## src/design/cbc_consts.svh

```systemverilog
// byte indices, field positions and reset values of the clock buffer config bank
`ifndef CBC_CONSTS_SVH
`define CBC_CONSTS_SVH
`define CBC_IDX_RATE 5'h03
`define CBC_IDX_RSV4 5'h04
`define CBC_IDX_IDENT 5'h05
`define CBC_IDX_PART 5'h06
`define CBC_IDX_LEN 5'h07
`define CBC_IDX_RSV8 5'h08
`define CBC_IDX_RSV9 5'h09
`define CBC_IDX_SLEEP 5'h0A
`define CBC_IDX_STOPFB 5'h0B
`define CBC_IDX_PAIR0 5'h0C
`define CBC_B_RATE_EN 5
`define CBC_B_RATE_HI 4
`define CBC_B_RATE_LO 3
`define CBC_B_FB_EDGE 0
`define CBC_B_KEEP 6
`define CBC_B_IMP_HI 7
`define CBC_B_IMP_LO 6
`define CBC_B_STOP_HI 1
`define CBC_B_STOP_LO 0
`define CBC_B_LEN_HI 4
`define CBC_B_PART_HI 7
`define CBC_B_PART_LO 6
`define CBC_B_ID_HI 5
`define CBC_RATE_RSV 2'h3
`define CBC_RST_RATE_EN 1'h0
`define CBC_RST_RATE 2'h0
`define CBC_RST_FB_EDGE 1'h1
`define CBC_RST_LEN 5'h08
`define CBC_RST_KEEP 1'h1
`define CBC_RST_STOP 2'h0
`define CBC_RATE_RSV_BITS 8'h84
`define CBC_IMP_100 2'h2
`endif

```

## src/design/cbc_pkg.sv

```systemverilog
// shared types of the clock buffer config bank
package cbc_pkg;
  typedef enum logic [1:0] {
    CBC_IDLE = 2'h0,
    CBC_SEND = 2'h1
  } cbc_rd_state_t;
endpackage

```

## src/design/cbc_regs.sv

```systemverilog
// configuration and identification byte bank of a two-pair clock buffer
`timescale 1ns/100ps
`include "cbc_consts.svh"
module cbc_regs #(
  parameter logic [1:0] IMP_DEFAULT = `CBC_IMP_100,
  parameter logic [3:0] REV_CODE = 4'h3, // value arbitrary
  parameter logic [3:0] MAKER_CODE = 4'h5, // value arbitrary
  parameter logic [1:0] PART_TYPE = 2'h2, // value arbitrary
  parameter logic [5:0] PART_ID = 6'h15 // value arbitrary
) (
  input wire logic clk,
  input wire logic rst_b,
  input wire logic idx_wr,
  input wire logic [4:0] idx_data,
  input wire logic byte_wr,
  input wire logic [7:0] wdata,
  input wire logic rd_start,
  input wire logic rd_ack,
  input wire logic rd_stop,
  output logic rd_valid,
  output logic [7:0] rd_data,
  input wire logic sleep_pin,
  input wire logic [1:0] pair_enable_pin,
  input wire logic [1:0] pin_rate_code,
  input wire logic [1:0] pair_oe_ctrl,
  output logic [1:0] output_rate_code,
  output logic feedback_edge_rate,
  output logic keep_config_in_sleep,
  output logic [4:0] readback_length,
  output logic [1:0] feedback_output_impedance,
  output logic [1:0] pair0_impedance,
  output logic [1:0] clock_pair_output_run,
  output logic [1:0] clock_pair_output_true,
  output logic [1:0] clock_pair_output_comp
);
  logic rst_m_r, rst_sync_b;
  logic [4:0] pin_s;
  logic sleep_s;
  logic [1:0] oe_pin_s, rate_pin_s;

  always_ff @(posedge clk or negedge rst_b) begin
    if (!rst_b) begin
      rst_m_r <= 1'b0;
      rst_sync_b <= 1'b0;
    end else begin
      rst_m_r <= 1'b1;
      rst_sync_b <= rst_m_r;
    end
  end

  cbc_sync3 #(.WIDTH(5)) u_pins (
    .clk(clk),
    .rst_sync_b(rst_sync_b),
    .async_in({sleep_pin, pair_enable_pin, pin_rate_code}),
    .sync_out(pin_s)
  );
  assign sleep_s = pin_s[4];
  assign oe_pin_s = pin_s[3:2];
  assign rate_pin_s = pin_s[1:0];

  // configuration state
  logic rate_en_r, rate_en_nxt, edge_r, edge_nxt, keep_r, keep_nxt;
  logic [1:0] rate_r, rate_nxt, part_r, part_nxt, fbimp_r, fbimp_nxt;
  logic [1:0] p0imp_r, p0imp_nxt, stop_r, stop_nxt;
  logic [5:0] id_r, id_nxt;
  logic [4:0] len_r, len_nxt, ptr_r, ptr_nxt;

  function automatic logic [7:0] rd_byte(input logic [4:0] idx);
    begin
      case (idx)
        `CBC_IDX_RATE: rd_byte = `CBC_RATE_RSV_BITS | {2'h0, rate_en_r, rate_r, 2'h0, edge_r};
        `CBC_IDX_IDENT: rd_byte = {REV_CODE, MAKER_CODE};
        `CBC_IDX_PART: rd_byte = {part_r, id_r};
        `CBC_IDX_LEN: rd_byte = {3'h0, len_r};
        `CBC_IDX_SLEEP: rd_byte = {1'b0, keep_r, 6'h00};
        `CBC_IDX_STOPFB: rd_byte = {fbimp_r, 4'h0, stop_r};
        `CBC_IDX_PAIR0: rd_byte = {p0imp_r, 6'h00};
        default: rd_byte = 8'h00;
      endcase
    end
  endfunction

  logic rd_busy;
  logic wr_go;
  assign wr_go = byte_wr && !rd_busy;

  always_comb begin
    rate_en_nxt = rate_en_r;
    rate_nxt = rate_r;
    edge_nxt = edge_r;
    part_nxt = part_r;
    id_nxt = id_r;
    len_nxt = len_r;
    keep_nxt = keep_r;
    fbimp_nxt = fbimp_r;
    stop_nxt = stop_r;
    p0imp_nxt = p0imp_r;
    // only named fields take a write; reserved bits and byte 5 are dropped
    if (wr_go) begin
      case (ptr_r)
        `CBC_IDX_RATE: begin
          rate_en_nxt = wdata[`CBC_B_RATE_EN];
          rate_nxt = wdata[`CBC_B_RATE_HI:`CBC_B_RATE_LO];
          edge_nxt = wdata[`CBC_B_FB_EDGE];
        end
        `CBC_IDX_PART: begin
          part_nxt = wdata[`CBC_B_PART_HI:`CBC_B_PART_LO];
          id_nxt = wdata[`CBC_B_ID_HI:0];
        end
        `CBC_IDX_LEN: len_nxt = wdata[`CBC_B_LEN_HI:0];
        `CBC_IDX_SLEEP: keep_nxt = wdata[`CBC_B_KEEP];
        `CBC_IDX_STOPFB: begin
          fbimp_nxt = wdata[`CBC_B_IMP_HI:`CBC_B_IMP_LO];
          stop_nxt = wdata[`CBC_B_STOP_HI:`CBC_B_STOP_LO];
        end
        `CBC_IDX_PAIR0: p0imp_nxt = wdata[`CBC_B_IMP_HI:`CBC_B_IMP_LO];
        default: ;
      endcase
    end
    // sleep without retention wins over any write in the same cycle
    if (sleep_s && !keep_r) begin
      rate_en_nxt = `CBC_RST_RATE_EN;
      rate_nxt = `CBC_RST_RATE;
      edge_nxt = `CBC_RST_FB_EDGE;
      part_nxt = PART_TYPE;
      id_nxt = PART_ID;
      len_nxt = `CBC_RST_LEN;
      keep_nxt = `CBC_RST_KEEP;
      fbimp_nxt = IMP_DEFAULT;
      stop_nxt = `CBC_RST_STOP;
      p0imp_nxt = IMP_DEFAULT;
    end
  end

  always_ff @(posedge clk or negedge rst_sync_b) begin
    if (!rst_sync_b) begin
      rate_en_r <= `CBC_RST_RATE_EN;
      rate_r <= `CBC_RST_RATE;
      edge_r <= `CBC_RST_FB_EDGE;
      part_r <= PART_TYPE;
      id_r <= PART_ID;
      len_r <= `CBC_RST_LEN;
      keep_r <= `CBC_RST_KEEP;
      fbimp_r <= IMP_DEFAULT;
      stop_r <= `CBC_RST_STOP;
      p0imp_r <= IMP_DEFAULT;
    end else begin
      rate_en_r <= rate_en_nxt;
      rate_r <= rate_nxt;
      edge_r <= edge_nxt;
      part_r <= part_nxt;
      id_r <= id_nxt;
      len_r <= len_nxt;
      keep_r <= keep_nxt;
      fbimp_r <= fbimp_nxt;
      stop_r <= stop_nxt;
      p0imp_r <= p0imp_nxt;
    end
  end

  // block read sequencer and index pointer
  cbc_pkg::cbc_rd_state_t st_r, st_nxt;
  logic [4:0] left_r, left_nxt;
  logic [7:0] rdat_r, rdat_nxt;
  assign rd_busy = (st_r == cbc_pkg::CBC_SEND);

  always_comb begin
    st_nxt = st_r;
    ptr_nxt = ptr_r;
    left_nxt = left_r;
    rdat_nxt = rdat_r;
    case (st_r)
      cbc_pkg::CBC_IDLE: begin
        if (idx_wr) begin
          ptr_nxt = idx_data;
        end else if (rd_start) begin
          st_nxt = cbc_pkg::CBC_SEND;
          rdat_nxt = {3'h0, len_r};
          left_nxt = len_r;
        end else if (byte_wr) begin
          ptr_nxt = ptr_r + 5'h01;
        end
      end
      cbc_pkg::CBC_SEND: begin
        if (rd_stop || (rd_ack && left_r == 5'h00)) begin
          st_nxt = cbc_pkg::CBC_IDLE;
          rdat_nxt = 8'h00;
        end else if (rd_ack) begin
          rdat_nxt = rd_byte(ptr_r);
          ptr_nxt = ptr_r + 5'h01;
          left_nxt = left_r - 5'h01;
        end
      end
      default: st_nxt = cbc_pkg::CBC_IDLE;
    endcase
  end

  always_ff @(posedge clk or negedge rst_sync_b) begin
    if (!rst_sync_b) begin
      st_r <= cbc_pkg::CBC_IDLE;
      ptr_r <= 5'h00;
      left_r <= 5'h00;
      rdat_r <= 8'h00;
    end else begin
      st_r <= st_nxt;
      ptr_r <= ptr_nxt;
      left_r <= left_nxt;
      rdat_r <= rdat_nxt;
    end
  end

  // applied rate and pair control
  logic [1:0] eff_rate_r, eff_rate_nxt, run_r, run_nxt, tru_r, tru_nxt;

  always_comb begin
    eff_rate_nxt = rate_pin_s;
    // reserved code leaves the running rate alone
    if (rate_en_r) begin
      eff_rate_nxt = (rate_r == `CBC_RATE_RSV) ? eff_rate_r : rate_r;
    end
    run_nxt = pair_oe_ctrl & oe_pin_s;
    tru_nxt = {2{stop_r[1]}};
  end

  always_ff @(posedge clk or negedge rst_sync_b) begin
    if (!rst_sync_b) begin
      eff_rate_r <= `CBC_RST_RATE;
      run_r <= 2'h0;
      tru_r <= 2'h0;
    end else begin
      eff_rate_r <= eff_rate_nxt;
      run_r <= run_nxt;
      tru_r <= tru_nxt;
    end
  end

  assign rd_valid = rd_busy;
  assign rd_data = rdat_r;
  assign output_rate_code = eff_rate_r;
  assign feedback_edge_rate = edge_r;
  assign keep_config_in_sleep = keep_r;
  assign readback_length = len_r;
  assign feedback_output_impedance = fbimp_r;
  assign pair0_impedance = p0imp_r;
  assign clock_pair_output_run = run_r;
  assign clock_pair_output_true = tru_r;
  assign clock_pair_output_comp = 2'h0;

  // byte that an ack fetches, as a plain signal for the step check
  logic [7:0] ack_byte;
  assign ack_byte = rd_byte(ptr_r);
endmodule

```

## src/design/cbc_sync3.sv

```systemverilog
// three-stage synchroniser that accepts a change once stages two and three agree
`timescale 1ns/100ps
module cbc_sync3 #(
  parameter int WIDTH = 1
) (
  input wire logic clk,
  input wire logic rst_sync_b,
  input wire logic [WIDTH-1:0] async_in,
  output logic [WIDTH-1:0] sync_out
);
  logic [WIDTH-1:0] s1_r, s2_r, s3_r, out_r;
  logic [WIDTH-1:0] out_nxt;

  always_comb begin
    // per bit: only a settled level is passed on
    out_nxt = (s2_r & s3_r) | (out_r & (s2_r ^ s3_r));
  end

  always_ff @(posedge clk or negedge rst_sync_b) begin
    if (!rst_sync_b) begin
      s1_r <= '0;
      s2_r <= '0;
      s3_r <= '0;
      out_r <= '0;
    end else begin
      s1_r <= async_in;
      s2_r <= s1_r;
      s3_r <= s2_r;
      out_r <= out_nxt;
    end
  end

  assign sync_out = out_r;
endmodule

```

## config.mk

```make
export PLATFORM = sky130hd
export DESIGN_NAME = cbc_regs
export DESIGN_NICKNAME = d
export VERILOG_FILES = /design/src/design/cbc_pkg.sv /design/src/design/cbc_regs.sv /design/src/design/cbc_sync3.sv
export VERILOG_INCLUDE_DIRS = /design/src /design/src/design
export SDC_FILE = /design/constraint.sdc
export NUM_CORES = 1
export LEC_CHECK = 0
export BUFFER_PORTS_ARGS = -buffer_cell sky130_fd_sc_hd__buf_2
export CAP_MARGIN = 15
export CORE_ASPECT_RATIO = 1.2
export CORE_MARGIN = 1
export CORE_UTILIZATION = 30
export DETAILED_ROUTE_END_ITERATION = 8
export GPL_TIMING_DRIVEN = 0
export HOLD_SLACK_MARGIN = 0.06
export PLACE_DENSITY = 0.49
export REMOVE_ABC_BUFFERS = 1
export SLEW_MARGIN = 20
export SYNTH_ARGS = -nofsm -noshare
export SYNTH_HDL_FRONTEND = slang
export SYNTH_SLANG_ARGS = --single-unit
```

## constraint.sdc

```tcl
create_clock -name clk -period 2.2 [get_ports clk]
set_input_delay 0.33 -clock clk [delete_from_list [all_inputs] [get_ports clk]]
set_output_delay 0.33 -clock clk [all_outputs]
set_load 0.1 [all_outputs]
```

# Word level (Yosys, flattened, before mapping)
# Index checks and enable logic that the tools add are counted.
# op_classes
n_addsub	2
eq_ne	18
n_mux	53
bitwise	5
n_reduce_logical	26
# op_table
operator	n
two-way mux 5 bit	12
one-hot mux 8 bit (7 select lines)	1
two-way mux 2 bit	20
two-way mux 8 bit	4
one-hot mux 5 bit (2 select lines)	2
two-way mux 6 bit	3
one-hot mux 8 bit (2 select lines)	1
nonzero test 2 bit	8
equality test 5 x 3 -> 1 bit, second input constant	3
equality test 5 x 4 -> 1 bit, second input constant	3
AND reduction 2 bit	6
bitwise AND 5 bit	2
!= test 2 bit, second input constant	5
AND reduction 5 bit	2
two-way mux 1 bit	9
!= test 3 bit, second input constant	2
adder 5 x 1 -> 5 bit, second input constant	1
equality test 5 x 2 -> 1 bit, second input constant	1
logical NOT 5 bit	1
OR 5 bit	1
subtractor 5 x 1 -> 5 bit, second input constant	1
bitwise XOR 5 bit	1
one-hot mux 2 bit (2 select lines)	1
AND reduction 4 bit	1
10 further kinds	13
# word_totals
ff_bits	71
output_inout_bits	28
word_cells	127

# Longest topological paths before layout
# logic_depth
word_depth	5
mapped_depth	8

# Cells and area by module
# A second synthesis with hierarchy kept.
# hier_totals
hier_cells	321
hier_area_um2	3334.4
# by_module_without_submodules
module	instances	cells_each	area_per_inst_um2	seq_area_each_um2
cbc_regs	1	291	2733.9	1262.5
cbc_sync3	1	30	600.6	500.5

# Worst setup path before layout
# No wires, ideal clock.
# synth_timing
path_kind	reg-to-reg
startpoint	register st_r[0]
endpoint	register rdat_r[0] (netlist: rd_data[0])
arrival_ps	2017
setup_slack_ps	57
path_stages_with_launch	6
n_path_buf	1
period_less_slack_ps	2143
cell_sequence	dfrtp_1 -> buf_2 -> nor3b_1 -> nor2_1 -> nor2_1 -> a221o_1
# synth_between
elab_chain_cells	3
word_cells_on_any_way	8
classes_between	eq/ne: 4; mux: 1; reduce/logical: 3
# synth_rtl
element	line_no	source
start: declaration	cbc_regs.sv:162	cbc_pkg::cbc_rd_state_t st_r, st_nxt;
start signal: assignment	cbc_regs.sv:200	st_r <= cbc_pkg::CBC_IDLE;
start signal: assignment	cbc_regs.sv:205	st_r <= st_nxt;
equality test 2 x 1 -> 1 bit / logical NOT 2 bit (equally long branches)	cbc_regs.sv:172	case (st_r)
!= test 3 x 2 -> 1 bit (no source line) (tied with other cells)	-	
AND reduction 4 bit (no source line)	-	
end signal: assignment	cbc_regs.sv:208	rdat_r <= rdat_nxt;
end: declaration	cbc_regs.sv:164	logic [7:0] rdat_r, rdat_nxt;
# Several ways; a longest one is shown, not always the timed one.
# A chain may end at the register's enable or synchronous reset.

# Final worst setup path
# layout_timing
startpoint	register ptr_r[0]
endpoint	register rdat_r[2] (netlist: rd_data[2])
# layout_between
elab_chain_cells	5
word_cells_on_any_way	11
classes_between	eq/ne: 7; mux: 4
# layout_rtl
element	line_no	source
start: declaration	cbc_regs.sv:66	logic [4:0] len_r, len_nxt, ptr_r, ptr_nxt;
start signal: assignment	cbc_regs.sv:206	ptr_r <= ptr_nxt;
equality test 5 x 4 -> 1 bit (tied with other cells)	-	
one-hot mux 8 bit (7 select lines) (*)	cbc_regs.sv:70	case (idx)
two-way mux 8 bit (*)	cbc_regs.sv:188	end else if (rd_ack) begin
two-way mux 8 bit (*)	cbc_regs.sv:185	if (rd_stop || (rd_ack && left_r == 5'h00)) begin
one-hot mux 8 bit (2 select lines) (*)	cbc_regs.sv:172	
# Mark *: on every way between the ends. The rest lies on a longest branch, timed or not. The select of a mux whose other input is x is not followed.

==> summary.txt <==
Floorplanning
  • Die height: 117 µm
  • Chip width: 97.4 µm
  • Die area: roughly 11000 µm²
  • Initial Util: 31.0%
  • Core area: between 10000 and 15000 µm²
  • Core Rows: between 40 and 50
  • IO Pins: 55

STA
  • RSZ-0062 raised after global routing: false
  • Clock skew: 5.16 ps
  • Final hold vios: 0
  • Tcrit/Tclk final: 91.2%
  • Final setup fails: 0
  • Worst slew pin tran: 785 ps
  • Pins Over Slew Limit: 0
  • Crit path time final: 2010 ps
  • Max-slew headroom: around 47%
  • Max Fclk: between 400 and 500 MHz

Global route
  • Global-route wire length before repair: 13200 µm
  • Met2 usage: between 20% and 30%
  • Met1 usage: 19.5%
  • Busiest grt layer: met2
  • Initial antenna violation count: 0
  • Vias in the first global route: 2473
  • Largest net degree at the start of global routing: 37
  • GRT Total Usage: 14.8%
  • Overflow after GRT: 0
  • Grt met3 use: 3.59%

Worst setup path
  • Startpoint Class: flop
  • Setup CP Type: flop to flop
  • Reg2reg path depth: 6
  • RR Endpoint: rd_data[2]
  • Worst EP arrival: roughly 2200 ps
  • CP required: 2410 ps
  • Critical Path End: rd_data[2]
  • Crit-path max FO: 11
  • Reg2reg setup slack: 190 ps
  • Critical R2R Launch: ptr_r[0]
  • Endpoint class of the critical path: flop
  • Critical Path Source: ptr_r[0]

Yosys
  • Syn avg cell area: 10.6 µm²
  • Synth top cells by count: dfrtp_1 (61), nand2_1 (51), nand3_1 (22)
  • Post-synth top flop: dfrtp_1
  • Most numerous cell in the Yosys netlist: dfrtp_1
  • Post-synthesis cell count: 310
  • EDFF count, synth: 0
  • Area leader, netlist: dfrtp_1
  • Post-synthesis sequential area ratio: 53.8%
  • Synth Warn #: 0
  • Synth async-reset ratio: between 90% and 100%
  • Yosys top cell area share: between 40 and 50%
  • Cell variety after synth: 48
  • Flop and latch count out of synthesis: 70
  • Synth area leaders: dfrtp_1 (47%), dfstp_2 (7.2%), nand2_1 (5.8%), ha_1 (4.2%), nand3_1 (3.4%)
  • Synth Cell Area: 3280 µm²

Routing
  • Starting DRT DRC Count: 175
  • Via count: roughly 2500
  • First-pass DRT Iterations: 4
  • Routed Antenna Nets: 0
  • Drt wl/cell: 15.8 µm
  • Routed wire length: roughly 7800 µm
  • DRC Markers: 0
  • Vias per cell: 5.01

CTS
  • Worst-path clk slew: 60 ps
  • Clk_lat worst skew: 320 ps
  • Sink Count: 70
  • H-tree Lvls: 3
  • Root Buffer: clkbuf_16
  • Num CTS Buffers: 9
  • CTS tree: yes
  • Max Buffers Root-to-Sink: 2

Layout
  • Area growth syn-to-layout: 22.3%
  • Finished Layout Cells: 493
  • Ratio of cells with drive above 1 in the final layout: 26.6%
  • Layout Utilization: 37.9%
  • Post-route cell area: roughly 4000 µm²
  • Diodes inserted: 0
  • Final net count: 397

Place
  • DP HPWL: approximately 5400 µm
  • Number of I/O port buffers: 52
  • Cells after DPL: 475
  • Placed Area: 3650 µm²
  • Placer Congestion: a little under 0.8

Run status
  • Outcome: finished, final reports clean

Hold path
  • Hold Crit Class: primary input to flop
  • Hold Crit Depth: 1

Pwr
  • Power per standard cell area: 1370 nW/µm²
  • LEAKAGE: approximately 1.9 nW
  • VDD IR-drop max: 451 µV

Run
  • Max-cap viol count: 0
-- timing repair --
item	CTS	global route
hold buffers	1	0
endpoints found under the hold margin	2	0
pin swaps	0	1
setup endpoints to repair	6	13
gates resized for setup	1	2
cloned	0	0
setup buffers	0	1
-- per-stage QoR --
stage	setup WS (ps)	setup TNS, ps	power (mW)	hold slack (ps)
after floorplan	-92.2	-1070	3.45	34.4
after global placement	-806	-55030	3.86	116
after detailed placement	-266	-1440	3.91	116
after CTS	10.6	0	5.51	93.8
after global routing	21.9	0	5.78	88.3
final	194	0	5.48	107
-- layout make-up --
cell class | instances | area, µm²
fill | 1091 | 6560
sequential | 70 | 1770
multi-input combinational | 214 | 1420
timing repair buffer | 56 | 305
clock buffer | 10 | 229
tap | 129 | 161
clock inverter | 6 | 93.8
inverter | 8 | 30.0
-- flip-flops by register name (all words and copies together), names as in the netlist, 2 cells and up --
signal	cells
clock_pair_output_run	2
feedback_output_impedance	2
id_r	6
left_r	5
output_rate_code	2
pair0_impedance	2
part_r	2
ptr_r	5
rate_r	2
rd_data	8
readback_length	5
stop_r	2
u_pins.s1_r	5
u_pins.s2_r	5
u_pins.s3_r	5
u_pins.sync_out	5
-- cell families after synthesis --
family                   synth area share (%)
AND/OR/NAND/NOR                          20.0
flip-flops                               53.8
AO/OA/AOI/OAI                            14.3
buffers and inverters                    4.01
multiplexers                             3.43
adder cells (fa/ha/maj)                  4.20
other                                   0.229
-- power breakdown --
| group | internal, mW | switching (mW) | total [mW] |
|---|---|---|---|
| Sequential | 1.62 | 0.414 | 2.03 |
| Combinational | 0.550 | 1.33 | 1.88 |
| Clock | 1.00 | 0.561 | 1.56 |
-- critical path: stages, from the launching register on --
cell and delay [ps]:
dfrtp_1 440, ha_1 360, or3_1 340, o21ai_0 160, a2111oi_4 70, buf_4 200
a221o_1 320
-- layout by cell type (no fill, tap or decap), types with 3 or more instances in the layout --
| master | Yosys | layout |
|---|---|---|
| dfstp_2 | 9 | 9 |
| nand2_1 | 51 | 51 |
| a221o_1 | 7 | 7 |
| a31oi_1 | 3 | 3 |
| conb_1 | 2 | 3 |
| nor3_1 | 4 | 4 |
| nand2b_1 | 4 | 4 |
| a21oi_1 | 19 | 19 |
| mux2i_1 | 9 | 9 |
| and2_1 | 7 | 7 |
| nor2b_1 | 6 | 4 |
| clkbuf_16 | 0 | 9 |
| nand3_1 | 22 | 22 |
| a22oi_1 | 6 | 6 |
| buf_2 | 8 | 52 |
| a22o_1 | 3 | 3 |
| dfrtp_1 | 61 | 60 |
| a21o_1 | 5 | 5 |
| o21ai_0 | 16 | 16 |
| ha_1 | 11 | 11 |
| nor2_1 | 8 | 8 |
| inv_1 | 8 | 8 |
-- how the worst min path moves through the flow --
stage / from / endpoint
finish: pin_rate_code[0] / u_pins.s1_r[0]
floorplan: rst_b / rst_m_r
detailed placement: rst_b / rst_m_r
CTS: pin_rate_code[1] / u_pins.s1_r[1]
global placement: rst_b / rst_m_r
global route: pin_rate_code[1] / u_pins.s1_r[1]
-- routing by layer --
layer | part of all wire, % | vias up
met5 | 0 | -
met3 | 4.6 | 2
met2 | 49 | 62
met1 | 46 | 1219
li1 | - | 1189
met4 | 0.40 | 0
No activity file was read; power rests on OpenSTA's default activity.
